**config.mk**
```make
export PLATFORM = sky130hd
export DESIGN_NAME = mpus_sequencer
export DESIGN_NICKNAME = d
export VERILOG_FILES = /design/src/shared/mpus_pkg.sv /design/src/hw/mpus_button_filter.sv /design/src/hw/mpus_sequencer.sv
export SDC_FILE = /design/constraint.sdc
export NUM_CORES = 1
export LEC_CHECK = 0
export ABC_AREA = 1
export BUFFER_PORTS_ARGS = -buffer_cell sky130_fd_sc_hd__buf_2
export CORE_ASPECT_RATIO = 0.7
export CORE_UTILIZATION = 35
export DETAILED_ROUTE_END_ITERATION = 10
export PLACE_DENSITY_LB_ADDON = 0.1
export SYNTH_ARGS = -nofsm -noshare
export SYNTH_HDL_FRONTEND = slang
export SYNTH_HIERARCHICAL = 1
export SYNTH_SLANG_ARGS = --single-unit
```
**constraint.sdc**
```tcl
create_clock -name clk -period 1.5 [get_ports clk]
set_input_delay 0.15 -clock clk [delete_from_list [all_inputs] [get_ports clk]]
set_output_delay 0.15 -clock clk [all_outputs]
set_load 0.01 [all_outputs]
```
**src/shared/mpus_pkg.sv**
```systemverilog
package mpus_pkg;

	// ----------------------------------------------------------------
	// Timing
	// ----------------------------------------------------------------
	localparam int unsigned MPUS_CLK_MHZ         = 200;
	localparam int unsigned MPUS_DEBOUNCE_US     = 10000;
	localparam int unsigned MPUS_DEBOUNCE_CYCLES = MPUS_DEBOUNCE_US * MPUS_CLK_MHZ;
	localparam int unsigned MPUS_SETTLE_US       = 1000;
	localparam int unsigned MPUS_SETTLE_CYCLES   = MPUS_SETTLE_US * MPUS_CLK_MHZ;
	localparam int          MPUS_CNT_W           = 24;

	// ----------------------------------------------------------------
	// Sequencer states
	// ----------------------------------------------------------------
	typedef enum logic [2:0] {
		MPUS_ST_OFF,
		MPUS_ST_SUPPLY_UP,
		MPUS_ST_SOFT_OFF,
		MPUS_ST_CARRIER_ON,
		MPUS_ST_RUN,
		MPUS_ST_SUSPEND
	} mpus_state_t;

	// ----------------------------------------------------------------
	// Board signals
	// ----------------------------------------------------------------
	typedef struct packed {
		logic input_power_fault_n;
		logic supplies_good;
		logic reset_request_n;
		logic suspend_to_ram_n;
		logic auto_power_on;
	} mpus_board_in_t;

	typedef struct packed {
		logic internal_supply_enable;
		logic carrier_supply_enable;
		logic carrier_standby_n;
		logic module_reset_n;
	} mpus_pins_t;

	localparam mpus_pins_t MPUS_PINS_RESET = '{1'h0, 1'h0, 1'h1, 1'h0};

endpackage

```
**src/hw/mpus_button_filter.sv**
```systemverilog
module mpus_button_filter
	import mpus_pkg::*;
#(
	parameter int unsigned DEBOUNCE_CYCLES = MPUS_DEBOUNCE_CYCLES
) (
	input  wire logic clk,
	input  wire logic rst,
	input  wire logic power_button_n,
	output logic      press_event
);

	logic [MPUS_CNT_W-1:0] cnt_ff;
	logic [MPUS_CNT_W-1:0] nxt_cnt;
	logic                  pressed_ff;
	logic                  nxt_pressed;
	logic                  event_ff;
	logic                  nxt_event;

	// ----------------------------------------------------------------
	// Debounce
	// ----------------------------------------------------------------
	// A new level must stand for the whole window; contact bounce restarts it
	always_comb begin
		nxt_cnt     = cnt_ff;
		nxt_pressed = pressed_ff;
		nxt_event   = 1'h0;
		if (!power_button_n == pressed_ff) begin
			nxt_cnt = '0;
		end else if (cnt_ff == MPUS_CNT_W'(DEBOUNCE_CYCLES - 1)) begin
			nxt_cnt     = '0;
			nxt_pressed = !pressed_ff;
			nxt_event   = !pressed_ff;
		end else begin
			nxt_cnt = cnt_ff + MPUS_CNT_W'(1);
		end
	end

	always_ff @(posedge clk) begin
		if (rst) begin
			cnt_ff     <= '0;
			pressed_ff <= 1'h0;
			event_ff   <= 1'h0;
		end else begin
			cnt_ff     <= nxt_cnt;
			pressed_ff <= nxt_pressed;
			event_ff   <= nxt_event;
		end
	end

	assign press_event = event_ff;
endmodule // mpus_button_filter

```
**src/hw/mpus_sequencer.sv**
```systemverilog
module mpus_sequencer
	import mpus_pkg::*;
#(
	parameter int unsigned DEBOUNCE_CYCLES = MPUS_DEBOUNCE_CYCLES,
	parameter int unsigned SETTLE_CYCLES   = MPUS_SETTLE_CYCLES
) (
	input  wire logic           clk,
	input  wire logic           rst,
	input  wire mpus_board_in_t board_in,
	input  wire logic           power_button_n,
	output mpus_pins_t          pins
);

	mpus_state_t           state_ff;
	mpus_state_t           nxt_state;
	logic [MPUS_CNT_W-1:0] cnt_ff;
	logic [MPUS_CNT_W-1:0] nxt_cnt;
	mpus_pins_t            pins_ff;
	mpus_pins_t            nxt_pins;
	logic                  press_event;
	logic [MPUS_CNT_W-1:0] settle_seen_ff;
	logic [MPUS_CNT_W-1:0] nxt_settle_seen;

	// ----------------------------------------------------------------
	// Power button
	// ----------------------------------------------------------------
	mpus_button_filter #(
		.DEBOUNCE_CYCLES(DEBOUNCE_CYCLES)
	) u_button (
		.clk           (clk),
		.rst           (rst),
		.power_button_n(power_button_n),
		.press_event   (press_event)
	);

	// ----------------------------------------------------------------
	// Pin levels per state
	// ----------------------------------------------------------------
	function automatic mpus_pins_t pins_for(input mpus_state_t s);
		mpus_pins_t p;
		p = MPUS_PINS_RESET;
		unique case (s)
			MPUS_ST_OFF: begin
				p = MPUS_PINS_RESET;
			end
			MPUS_ST_SUPPLY_UP, MPUS_ST_SOFT_OFF: begin
				p.internal_supply_enable = 1'h1;
			end
			MPUS_ST_CARRIER_ON: begin
				p.internal_supply_enable = 1'h1;
				p.carrier_supply_enable  = 1'h1;
			end
			MPUS_ST_RUN: begin
				p.internal_supply_enable = 1'h1;
				p.carrier_supply_enable  = 1'h1;
				p.module_reset_n         = 1'h1;
			end
			MPUS_ST_SUSPEND: begin
				p.internal_supply_enable = 1'h1;
				p.carrier_supply_enable  = 1'h1;
				p.module_reset_n         = 1'h1;
				p.carrier_standby_n      = 1'h0;
			end
		endcase
		return p;
	endfunction

	// ----------------------------------------------------------------
	// Sequencer
	// ----------------------------------------------------------------
	// Fault beats everything, then a supply drop, then the per-state steps
	always_comb begin
		nxt_state = state_ff;
		nxt_cnt   = '0;
		if (!board_in.input_power_fault_n) begin
			nxt_state = MPUS_ST_OFF;
		end else if (state_ff != MPUS_ST_OFF && !board_in.supplies_good) begin
			// Carrier rails follow the module rails down
			nxt_state = MPUS_ST_SUPPLY_UP;
		end else begin
			unique case (state_ff)
				MPUS_ST_OFF: begin
					nxt_state = MPUS_ST_SUPPLY_UP;
				end
				MPUS_ST_SUPPLY_UP: begin
					nxt_state = MPUS_ST_SOFT_OFF;
				end
				MPUS_ST_SOFT_OFF: begin
					if (press_event || board_in.auto_power_on) begin
						nxt_state = MPUS_ST_CARRIER_ON;
					end
				end
				MPUS_ST_CARRIER_ON: begin
					// Reset stays low until carrier rails had the full settle time
					if (!board_in.reset_request_n) begin
						nxt_cnt = '0;
					end else if (cnt_ff == MPUS_CNT_W'(SETTLE_CYCLES - 1)) begin
						nxt_state = MPUS_ST_RUN;
					end else begin
						nxt_cnt = cnt_ff + MPUS_CNT_W'(1);
					end
				end
				MPUS_ST_RUN: begin
					if (!board_in.reset_request_n) begin
						nxt_state = MPUS_ST_CARRIER_ON;
					end else if (press_event) begin
						nxt_state = MPUS_ST_SOFT_OFF;
					end else if (!board_in.suspend_to_ram_n) begin
						nxt_state = MPUS_ST_SUSPEND;
					end
				end
				MPUS_ST_SUSPEND: begin
					// Wake from suspend is the processor's job; it lifts the request
					if (!board_in.reset_request_n) begin
						nxt_state = MPUS_ST_CARRIER_ON;
					end else if (board_in.suspend_to_ram_n) begin
						nxt_state = MPUS_ST_RUN;
					end
				end
				default: begin
					nxt_state = MPUS_ST_OFF;
				end
			endcase
		end
		nxt_pins = pins_for(nxt_state);
	end

	always_ff @(posedge clk) begin
		if (rst) begin
			state_ff <= MPUS_ST_OFF;
			cnt_ff   <= '0;
			pins_ff  <= MPUS_PINS_RESET;
		end else begin
			state_ff <= nxt_state;
			cnt_ff   <= nxt_cnt;
			pins_ff  <= nxt_pins;
		end
	end

	assign pins = pins_ff;

	// ----------------------------------------------------------------
	// Checks
	// ----------------------------------------------------------------
	// Counts cycles of carrier power with reset still held
	always_comb begin
		nxt_settle_seen = '0;
		if (pins_ff.carrier_supply_enable && !pins_ff.module_reset_n) begin
			nxt_settle_seen = settle_seen_ff;
			if (settle_seen_ff != '1) begin
				nxt_settle_seen = settle_seen_ff + MPUS_CNT_W'(1);
			end
		end
	end

	always_ff @(posedge clk) begin
		if (rst) begin
			settle_seen_ff <= '0;
		end else begin
			settle_seen_ff <= nxt_settle_seen;
		end
	end
endmodule // mpus_sequencer

```
Yosys cells after proc, flatten, opt, wreduce, memory -nomap -nowiden
Index checks and enable logic that the tools add are counted.
{"block": "word_totals", "ff_bits": 57, "in_bits": 8, "out_inout_bits": 4, "word_cells": 59}
{"block": "op_classes", "addsub": 2, "n_eq_ne": 13, "n_mux": 15, "bitwise": 5, "reduce_logical": 15}
{"op": "24-bit by 1-bit adder with 24-bit output (second input constant)", "count": 2}
{"op": "3-bit two-way mux", "count": 10}
{"op": "24-bit by 18-bit equality test with 1-bit output (second input constant)", "count": 1}
{"op": "24-bit by 21-bit equality test with 1-bit output (second input constant)", "count": 1}
{"op": "3-bit one-hot mux with 6 select lines", "count": 1}
{"op": "3-bit by 2-bit equality test with 1-bit output (second input constant)", "count": 4}
{"op": "3-bit equality test (second input constant)", "count": 4}
{"op": "3-bit OR reduction", "count": 3}
{"op": "3-bit by 1-bit equality test with 1-bit output (second input constant)", "count": 2}
{"op": "3-bit zero test", "count": 2}
{"op": "6-bit OR reduction", "count": 1}
{"op": "1-bit inverter", "count": 5}
{"op": "5-bit OR reduction", "count": 1}
{"op": "1-bit zero test", "count": 3}
{"op": "1-bit two-way mux", "count": 3}
{"op": "3-bit nonzero test", "count": 1}
{"op": "1-bit one-hot mux with 2 select lines", "count": 1}
{"op": "2-bit AND reduction", "count": 1}
{"op": "2-bit OR reduction", "count": 1}
{"op": "1-bit equality test", "count": 1}
{"op": "1-bit logical AND", "count": 1}
{"op": "1-bit logical OR", "count": 1}

Depth between registers and ports, before layout
Gate-level depths: netlist of run 1.
{"block": "depth", "depth_word": 9, "mapped_depth": 11, "depth_no_buf": 11}

Cells and area by module
The synthesis of run 1 kept the hierarchy.
{"module": "mpus_sequencer", "n_inst": 1, "cells_per_inst": 236, "area_each_um2": 1634.1, "seq_area_each_um2": 620.6}
{"module": "mpus_button_filter", "n_inst": 1, "cells_per_inst": 216, "area_each_um2": 1471.4, "seq_area_each_um2": 520.5}

Worst setup path after synthesis of run 1
OpenSTA, ideal clock, no wires.
{"block": "synth_path", "kind": "register -> register", "startpoint": "register cnt_ff[0] (netlist name)", "endpoint": "register cnt_ff[16] (netlist name)", "setup_time_ns": 0.119, "t_arrival_ns": 1.364, "required_time_ns": 1.381, "path_slack_ns": 0.017, "path_stages_with_launch": 11, "n_path_buf": 0, "period_less_slack_ns": 1.483, "cell_sequence": "dfxtp_1 > ha_1 > nand3_2 > inv_2 > nand2_2 > nor2_4 > nand2_2 > nor2_4 > nand2_2 > o21ai_0 > a21oi_1"}

==> results of run 1 <==
-- stage by stage --
step	setup TNS [ns]	power, uW	util (%)	hold WS, ns	std cells
after floorplan	0	1610	-	0.222	452
after global placement	-0.00910	1660	42.6	0.374	621
after detailed placement	-0.295	1660	42.6	0.379	621
after CTS	0	3490	46.6	0.0326	642
after global routing	-0.506	3570	49.1	0.0355	651
final	0	3450	49.1	0.0417	651
-- synthesized netlist by cell type --
master    instances
nand2_1         104
nor2_1           88
dfxtp_1          57
inv_1            50
a21oi_1          22
nand3_1          21
nand4_1          10
nor3_1           10
nand2_2           9
xnor2_1           9
nor2_2            8
nor2_4            7
inv_2             6
nand3_2           6
xor2_1            5
o21ai_1           4
or2_2             4
nor3b_1           3
o21a_1            3
o21ai_0           3
buf_6             2
ha_1              2
nand3_4           2
nor3_2            2
o211ai_1          2
or2_0             2
a211oi_2          1
a21oi_2           1
and2_1            1
buf_2             1
buf_4             1
nand2_4           1
nor3_4            1
o21ai_2           1
o21bai_1          1
o21bai_2          1
o31ai_1           1
-- sequential cells by signal, indices dropped and copies added, names as in the netlist --
signal,cells
cnt_ff,24
u_button/cnt_ff,24
u_button/press_event,1
u_button/pressed_ff,1
pins,4
state_ff,3
-- layer usage --
layer  vias up  track usage (%)
met5         -                0
met4         0             7.01
met3         7             4.78
met2        57             23.0
met1      1336             29.3
li1       1583                -
-- power groups by stage --
stage / Clock (uW) / Sequential [uW] / Combinational (uW)
6_report: 1810 / 1530 / 102
4_1_cts: 1860 / 1530 / 98.5
5_1_grt: 1930 / 1530 / 114
3_3_place_gp: 0 / 1560 / 97.3
3_5_place_dp: 0 / 1560 / 98.1
2_1_floorplan: 0 / 1560 / 52.0
-- worst max path at each step --
stage | from | end | cells after the start
after detailed placement | cnt_ff[0] | cnt_ff[16] | 10
after global routing | cnt_ff[0] | cnt_ff[17] | 9
after global placement | cnt_ff[0] | cnt_ff[16] | 10
final | cnt_ff[0] | cnt_ff[17] | 9
after floorplan | cnt_ff[0] | cnt_ff[16] | 10
after CTS | state_ff[1] | cnt_ff[9] | 8
-- cell families after synthesis --
family / Yosys count / share of synthesized area [%]
xor+xnor: 14 / 3.95
fa+ha+maj: 2 / 0.806
compound gates: 40 / 7.70
simple gates: 279 / 42.9
buf+inv: 60 / 7.90
flops: 57 / 36.7
-- cell type report --
cell class	instances	area, um2
Timing Repair Buffer	68	524
Sequential cell	57	1160
Fill cell	833	4340
Clock buffer	11	243
Multi-Input combinational cell	335	1870
Tap cell	120	150
Inverter	56	213
Clock inverter	4	20.0
-- critical path: stages (launching register included) --
cell	delay (ns)
dfxtp_4	0.37
nand3_4	0.09
nor3_4	0.21
nand2_2	0.10
nor2_4	0.12
nand2_2	0.09
nor2_4	0.12
nand2_1	0.09
o21ai_1	0.12
nor2_1	0.05
-- repair_timing --
| item | 4_1_cts | 5_1_grt |
|---|---|---|
| resized for setup | 10 | 44 |
| endpoints found under the setup margin | 15 | 53 |
| buffers inserted | 7 | 9 |
| pin swaps | 8 | 17 |
==> flow_metrics.py, run 1 <==
metrics = {
    "power_and_ir_drop": {
        "clkPwrFrac_pct": 52.7,
        "p_leak_uw": 0.00159,
        "pwr-share-comb_pct": 3.0,
        "seq_power_share_pct": 44.4,
        "power_density_nw_per_um2": 825,
        "power_switching_uw": 742,
        "p_int_uw": 2700,
        "swShare_pct": 21.5,
        "irDropWorstVdd_mv": 0.528,
    },
    "synth": {
        "yosys.area.top_type_share_pct": 36.7,
        "netlist_area_um2": 3110,
        "avgSynthCellArea_um2": 6.87,
        "yosysWarnings": 6,
        "ys_seq_area_share_pct": 36.7,
        "synth.net_count": 462,
        "yosysTopAreaCell": "dfxtp_1",
        "yosysUniqueCellTypes": 37,
        "syn_inst": 452,
        "synth-seq-cells": 57,
        "yosys-top-cells-area": "dfxtp_1, nand2_1, nor2_1, inv_1, a21oi_1",
    },
    "timing": {
        "worstMarginPinSlew_ns": 0.334,
        "max_freq_mhz": 685,
        "rsz0062_at_grt": "yes",
        "finalSetupViolations": 0,
        "slew_headroom_pct": 77.6,
        "finalCritPeriodShare_pct": 97.4,
        "period_minus_slack_ns": 1.46,
        "maxSlewViolCount": 0,
        "finalHoldViolations": 0,
        "clock_skew_ns": 0.00347,
        "setup_ws_ns": 0.0391,
    },
    "placement": {
        "placed_area_um2": 3630,
        "place_hpwl_um": 5870,
        "pre_cts_slack_ns": -0.0783,
        "gp_congestion": 0.807,
        "port_buffers": 11,
    },
    "worst_setup_path": {
        "cp-start-kind": "register",
        "cp_data_arrival_time_ns": 1.68,
        "cp.required_ns": 1.72,
        "crit_path_end_kind": "register",
        "crit_fanout": 3,
        "r2r_cells": 9,
        "crit_type": "register to register",
        "worstReg2RegStart": "cnt_ff[0]",
        "r2r_setup_slack_ns": 0.04,
        "reg2reg_to": "cnt_ff[17]",
    },
    "route": {
        "drc": 0,
        "met2_wirelength_um": 2690,
        "ant_nets": 0,
        "firstDrtPassIters": 4,
        "drt-met1-wl_um": 4480,
        "wire_per_inst_um": 11.9,
        "drt_iter0_drc": 230,
        "vias_per_cell": 4.58,
        "wl_met3_um": 487,
        "routed_wl_um": 7730,
        "top_layer_used": "met4",
        "vias": 2983,
    },
    "clock_tree": {
        "ctsHoldBuffers": 0,
        "cts_sinks": 57,
        "clk_latency_ns": 0.32,
        "clock_path_buffers": 2,
        "clk_pin_slew_ns": 0.05,
        "clockRootBuffer": "clkbuf_16",
        "cts_buffers": 9,
        "h-tree-depth": 3,
        "tritoncts": "done",
    },
    "floorplan": {
        "rows": 28,
        "io_pins": 12,
        "die_h_um": 80.8,
        "core-area_um2": 8510,
        "die_w_um": 115,
        "start_util_pct": 36.5,
        "die_area_um2": 9260,
    },
    "grt": {
        "grt_max_degree": 15,
        "antenna_found_initial": 0,
        "grt_use_total_pct": 18.6,
        "overflow": 0,
        "grt_first_pass_wirelength_um": 13000,
        "grt_pass1_vias": 2651,
    },
    "worst_hold_path": {
        "hold_end": "pins[1]",
        "hp-class": "input port to register",
        "hold_path_startpoint": "board_in[4]",
        "holdPathStages": 2,
    },
    "final_layout": {
        "antennaDiodeCount": 0,
        "final_cell_mix": "nand2_1, nor2_1, buf_4",
        "final_common_cell": "nand2_1",
        "layout.nets": 537,
        "syn_to_final_growth_pct": 34.5,
        "stdcell_area_um2": 4180,
        "layout-drive-gt1-share_pct": 31.6,
    },
    "job": {
        "maxCapViolCount": 0,
    },
    "run_status": {
        "status": "finished, final reports clean",
    },
}
Power figures use the tool's default switching activity.
==> run 2, diff against run 1 <==
--- a/config.mk
+++ b/config.mk
@@ -5,11 +5,11 @@
 export SDC_FILE = /design/constraint.sdc
 export NUM_CORES = 1
 export LEC_CHECK = 0
-export ABC_AREA = 1
-export BUFFER_PORTS_ARGS = -buffer_cell sky130_fd_sc_hd__buf_2
 export CORE_ASPECT_RATIO = 0.7
 export CORE_UTILIZATION = 35
+export CTS_BUF_LIST = sky130_fd_sc_hd__clkbuf_4
 export DETAILED_ROUTE_END_ITERATION = 10
+export DONT_BUFFER_PORTS = 1
 export PLACE_DENSITY_LB_ADDON = 0.1
 export SYNTH_ARGS = -nofsm -noshare
 export SYNTH_HDL_FRONTEND = slang
==> flow_metrics.py, run 2 <==
metrics = {
    "worst_setup_path": {
        "worstReg2RegStart": "u_button/cnt_ff[8]",
        "reg2reg_to": "u_button/cnt_ff[2]",
        "cp.depth": 5,
        "cp-start-kind": "register",
        "crit_path_end_kind": "register",
        "cp_data_arrival_time_ns": 1.95,
        "r2r_cells": 5,
        "path_cells": "or4b_4 > nor4_4 > buf_4 > a21o_4 > nor2_1",
        "worst-path-buf-inv": 1,
        "r2r_setup_slack_ns": -0.15,
        "crit_fanout": 6,
        "cp_slowest_cell": "or4b_4",
        "crit_path_max_incr_delay_ns": 0.57,
        "cp.required_ns": 1.80,
        "crit_type": "register to register",
        "cp_top_family": "simple AND/OR/NAND/NOR gates",
    },
    "timing": {
        "finalCritPeriodShare_pct": 110,
        "worst_hold_slack_ns": 0.0458,
        "max_freq_mhz": 606,
        "clock_skew_ns": 0.0186,
        "period_minus_slack_ns": 1.65,
        "rsz0062_at_grt": "yes",
        "worstMarginPinSlew_ns": 0.327,
        "finalHoldViolations": 0,
        "maxSlewViolCount": 0,
        "setup_ws_ns": -0.150,
        "finalSetupViolations": 52,
        "slew_headroom_pct": 78.2,
    },
    "final_layout": {
        "final_cell_mix": "buf_4, nor2_1, dfxtp_1",
        "layout.nets": 397,
        "antennaDiodeCount": 0,
        "final_common_cell": "buf_4",
        "syn_to_final_growth_pct": 39.3,
        "layout-drive-gt1-share_pct": 39.3,
    },
    "route": {
        "vias": 2468,
        "wire_per_inst_um": 13.7,
        "routed_wl_um": 6700,
        "firstDrtPassIters": 4,
        "drc": 0,
        "drt_iter0_drc": 162,
        "vias_per_cell": 5.04,
        "ant_nets": 0,
    },
    "floorplan": {
        "start_util_pct": 36.3,
        "io_pins": 12,
        "die_area_um2": 7980,
        "die_h_um": 75.0,
        "die_w_um": 106,
        "core-area_um2": 7350,
        "rows": 26,
    },
    "synth": {
        "yosys-top-cells-area": "dfxtp_1, nor2_1, xor2_1, xnor2_1, nand3_1",
        "async_flop_share_pct": 0,
        "synth.net_count": 317,
        "yosysTopAreaCell": "dfxtp_1",
        "synth_top_flop_cell": "dfxtp_1",
        "syn_inst": 307,
        "yosysWarnings": 6,
        "yosys.area.top_type_share_pct": 42.8,
        "synth_most_common_cell": "dfxtp_1",
        "synth-seq-cells": 57,
        "synth_edf_count": 0,
        "netlist_area_um2": 2670,
        "avgSynthCellArea_um2": 8.69,
        "yosysUniqueCellTypes": 44,
        "ys_seq_area_share_pct": 42.8,
        "yosys-top-cells-count": "dfxtp_1, nor2_1, nand2_1",
    },
    "placement": {
        "gp_congestion": 0.853,
        "place_hpwl_um": 4230,
        "port_buffers": 0,
    },
    "clock_tree": {
        "cts_buffers": 9,
        "clk_latency_ns": 0.42,
        "cts_sinks": 57,
        "clockRootBuffer": "clkbuf_4",
        "clk_pin_slew_ns": 0.10,
        "h-tree-depth": 3,
        "clock_path_buffers": 2,
        "tritoncts": "done",
    },
    "grt": {
        "antenna_found_initial": 0,
        "grt_use_met3_pct": 6.93,
        "grt_max_degree": 25,
        "overflow": 0,
        "grt_pass1_vias": 2211,
        "grt_use_total_pct": 18.4,
        "gr-usage-met2_pct": 26.6,
        "grt_first_pass_wirelength_um": 11100,
        "grt-busiest-layer": "met2",
        "gr-usage-met1_pct": 24.9,
    },
    "run_status": {
        "status": "complete, but fails checks",
        "violations": "setup timing",
    },
    "power_and_ir_drop": {
        "irDropWorstVdd_mv": 0.618,
        "total_power_uw": 2680,
        "p_leak_uw": 0.00135,
        "power_density_nw_per_um2": 722,
    },
    "worst_hold_path": {
        "hold_end": "pins[3]",
        "hold_path_startpoint": "rst",
        "hp-class": "input port to register",
        "holdPathStages": 3,
    },
    "job": {
        "maxCapViolCount": 0,
    },
}
## run 2: layout make-up
type | instances | area [um2]
clock buffer | 11 | 82.6
multi-input combinational | 235 | 1650
fill | 724 | 3640
sequential | 57 | 1190
inverter | 9 | 33.8
tap | 98 | 123
clock inverter | 5 | 46.3
timing repair buffer | 75 | 593
## run 2: kinds of logic after synthesis
kind of cell             after synthesis  share of synthesized area (%)
adder cells (fa/ha/maj)                2                          0.938
AO/OA/AOI/OAI                         37                           8.82
flip-flops                            57                           42.8
XOR/XNOR                              35                           11.5
buffers and inverters                 19                           3.71
AND/OR/NAND/NOR                      157                           32.3
## run 2: per-stage QoR
stage               utilization (%)  cells  setup slack, ns  setup TNS, ns  area, um2
floorplan                         -    307           -0.148          -2.35       2750
global placement               44.4    456           -0.180          -5.84       3260
detailed placement             44.4    456           -0.191          -6.10       3260
CTS                            48.5    485           -0.121          -3.58       3570
global route                   50.5    490           -0.212          -7.07       3720
finish                         50.5    490           -0.150          -3.72       3720
## run 2: timing repair
| action | in CTS | in global routing |
|---|---|---|
| gates cloned | 4 | 0 |
| hold endpoints to repair | 8 | 0 |
| buffers inserted | 5 | 5 |
| pin swaps | 14 | 15 |
| gates resized for setup | 21 | 31 |
| hold buffers | 4 | 0 |
| endpoints found under the setup margin | 52 | 53 |
## run 2: power by group
group	switching (uW)	leakage, uW	internal (uW)	total (uW)
Sequential	11.3	0.000474	1510	1520
Clock	557	0.0000734	527	1080
Combinational	41.1	0.000803	40.4	81.5
Total	609	0.00135	2080	2680
## run 2: worst max-delay path by stage
| stage | from | to | slack, ns |
|---|---|---|---|
| after floorplan | u_button/cnt_ff[1] | u_button/cnt_ff[16] | -0.15 |
| after global placement | u_button/cnt_ff[12] | u_button/cnt_ff[22] | -0.18 |
| after detailed placement | u_button/cnt_ff[12] | u_button/cnt_ff[23] | -0.19 |
| after CTS | u_button/cnt_ff[13] | u_button/cnt_ff[19] | -0.12 |
| after global routing | u_button/cnt_ff[8] | u_button/cnt_ff[2] | -0.21 |
| final | u_button/cnt_ff[8] | u_button/cnt_ff[2] | -0.15 |
## run 2: worst min-delay path, stage by stage
cell and delay (ns):
nor2b_1 0.04, buf_4 0.14, o21a_1 0.09
## run 2: routing by layer
| metal | vias to the layer above | share of wire [%] |
|---|---|---|
| met4 | 0 | 0.48 |
| met3 | 3 | 6.9 |
| met1 | 1148 | 50 |
| met5 | - | 0 |
| li1 | 1252 | - |
| met2 | 65 | 43 |
==> run 3, diff against run 2 <==
--- a/config.mk
+++ b/config.mk
@@ -10,6 +10,7 @@
 export CTS_BUF_LIST = sky130_fd_sc_hd__clkbuf_4
 export DETAILED_ROUTE_END_ITERATION = 10
 export DONT_BUFFER_PORTS = 1
+export MAX_ROUTING_LAYER = met4
 export PLACE_DENSITY_LB_ADDON = 0.1
 export SYNTH_ARGS = -nofsm -noshare
 export SYNTH_HDL_FRONTEND = slang
==> flow_metrics.py, run 3 (synthesis gave the netlist of run 2 again) <==
metrics = {
    "run_status": {
        "status": "complete, but fails checks",
        "violations": "setup timing",
    },
    "timing": {
        "setup_ws_ns": -0.155,
        "rsz0062_at_grt": "yes",
        "slew_headroom_pct": 78.3,
        "finalHoldViolations": 0,
        "finalSetupViolations": 52,
        "worstMarginPinSlew_ns": 0.325,
        "clock_skew_ns": 0.0207,
        "worst_hold_slack_ns": 0.0422,
        "max_freq_mhz": 604,
        "maxSlewViolCount": 0,
        "finalCritPeriodShare_pct": 110,
        "period_minus_slack_ns": 1.66,
    },
    "clock_tree": {
        "cts_sinks": 57,
        "clk_pin_slew_ns": 0.10,
        "cts_buffers": 9,
        "clockRootBuffer": "clkbuf_4",
        "h-tree-depth": 3,
        "clock_path_buffers": 2,
        "clk_latency_ns": 0.42,
        "tritoncts": "done",
    },
    "route": {
        "drt_iter0_drc": 166,
        "drc": 0,
        "ant_nets": 0,
        "firstDrtPassIters": 4,
        "vias": 2470,
        "routed_wl_um": 6740,
        "vias_per_cell": 5.04,
        "wire_per_inst_um": 13.7,
    },
    "grt": {
        "grt_pass1_vias": 2210,
        "grt_first_pass_wirelength_um": 11100,
        "antenna_found_initial": 0,
        "overflow": 0,
        "grt_max_degree": 25,
        "grt_use_total_pct": 19.0,
    },
    "worst_setup_path": {
        "crit_path_end_kind": "register",
        "cp_slowest_cell": "or4b_4",
        "reg2reg_to": "u_button/cnt_ff[2]",
        "path_cells": "or4b_4 > nor4_4 > buf_4 > a21o_4 > nor2_1",
        "worst-path-buf-inv": 1,
        "cp.required_ns": 1.80,
        "crit_path_max_incr_delay_ns": 0.54,
        "crit_type": "register to register",
        "cp_top_family": "simple AND/OR/NAND/NOR gates",
        "r2r_setup_slack_ns": -0.16,
        "r2r_cells": 5,
        "cp_data_arrival_time_ns": 1.95,
        "worstReg2RegStart": "u_button/cnt_ff[12]",
        "crit_fanout": 6,
        "cp-start-kind": "register",
    },
    "placement": {
        "pre_cts_slack_ns": -0.191,
        "port_buffers": 0,
        "gp_congestion": 0.867,
        "place_hpwl_um": 4230,
    },
    "final_layout": {
        "syn_to_final_growth_pct": 39.3,
        "final_cell_mix": "buf_4, nor2_1, dfxtp_1",
        "layout-drive-gt1-share_pct": 39.3,
        "antennaDiodeCount": 0,
        "layout.nets": 397,
        "final_common_cell": "buf_4",
    },
    "floorplan": {
        "die_area_um2": 7980,
        "die_h_um": 75.0,
        "core-area_um2": 7350,
        "io_pins": 12,
        "rows": 26,
        "die_w_um": 106,
        "start_util_pct": 36.3,
    },
    "job": {
        "maxCapViolCount": 0,
    },
    "power_and_ir_drop": {
        "power_density_nw_per_um2": 724,
        "p_leak_uw": 0.00135,
        "irDropWorstVdd_mv": 0.618,
    },
    "worst_hold_path": {
        "hold_path_startpoint": "rst",
        "hold_end": "pins[3]",
        "hp-class": "input port to register",
        "holdPathStages": 3,
    },
}
[run 3: cell counts in the layout (fill, tap and decap cells not counted)]
No cell type changed its count.
[run 3: through the flow]
step	setup TNS [ns]	cells	power, uW	area (um2)	utilization [%]
floorplan	-2.35	307	1600	2750	-
CTS	-3.58	485	2730	3570	48.5
detailed placement	-6.10	456	1620	3260	44.4
global route	-7.10	490	2810	3720	50.5
global placement	-5.84	456	1610	3260	44.4
finish	-3.86	490	2690	3720	50.5
[run 3: routing by layer]
layer	GRT usage, %	vias to the layer above	share of wire [%]
li1	-	1250	-
met1	25.1	1142	50
met2	26.5	73	42
met3	6.93	5	7.2
met4	7.10	0	0.88
met5	-	-	0
[run 3: worst max-delay path by stage]
stage	to	cells after the start	slack (ns)	startpoint
6_report	u_button/cnt_ff[2]	5	-0.16	u_button/cnt_ff[12]
3_3_place_gp	u_button/cnt_ff[22]	4	-0.18	u_button/cnt_ff[12]
4_1_cts	u_button/cnt_ff[19]	4	-0.12	u_button/cnt_ff[13]
3_5_place_dp	u_button/cnt_ff[23]	4	-0.19	u_button/cnt_ff[12]
2_1_floorplan	u_button/cnt_ff[16]	6	-0.15	u_button/cnt_ff[1]
5_1_grt	u_button/cnt_ff[2]	5	-0.21	u_button/cnt_ff[8]
[run 3: where the power goes]
group / leakage, uW / total, uW / internal [uW] / switching [uW]
clock: 0.0000734 / 1090 / 527 / 561
sequential: 0.000474 / 1520 / 1510 / 11.3
combinational: 0.000803 / 81.7 / 40.4 / 41.3
[run 3: layout make-up]
class / instances / area (um2)
Sequential cell: 57 / 1190
Clock inverter: 5 / 46.3
Tap cell: 98 / 123
Multi-Input combinational cell: 235 / 1650
Inverter: 9 / 33.8
Timing Repair Buffer: 75 / 593
Clock buffer: 11 / 82.6
Fill cell: 724 / 3640
[run 3: timing repair]
action | 4_1_cts | 5_1_grt
resized for setup | 21 | 31
hold buffers | 4 | 0
pin swaps | 14 | 15
cloned | 4 | 0
endpoints found under the hold margin | 8 | 0
buffers inserted | 5 | 5
setup endpoints to repair | 52 | 53
[run 3: worst register-to-register path, cell delays in order (launching register included)]
cell	delay, ns
dfxtp_4	0.37
or4b_4	0.54
nor4_4	0.18
buf_4	0.20
a21o_4	0.19
nor2_1	0.05
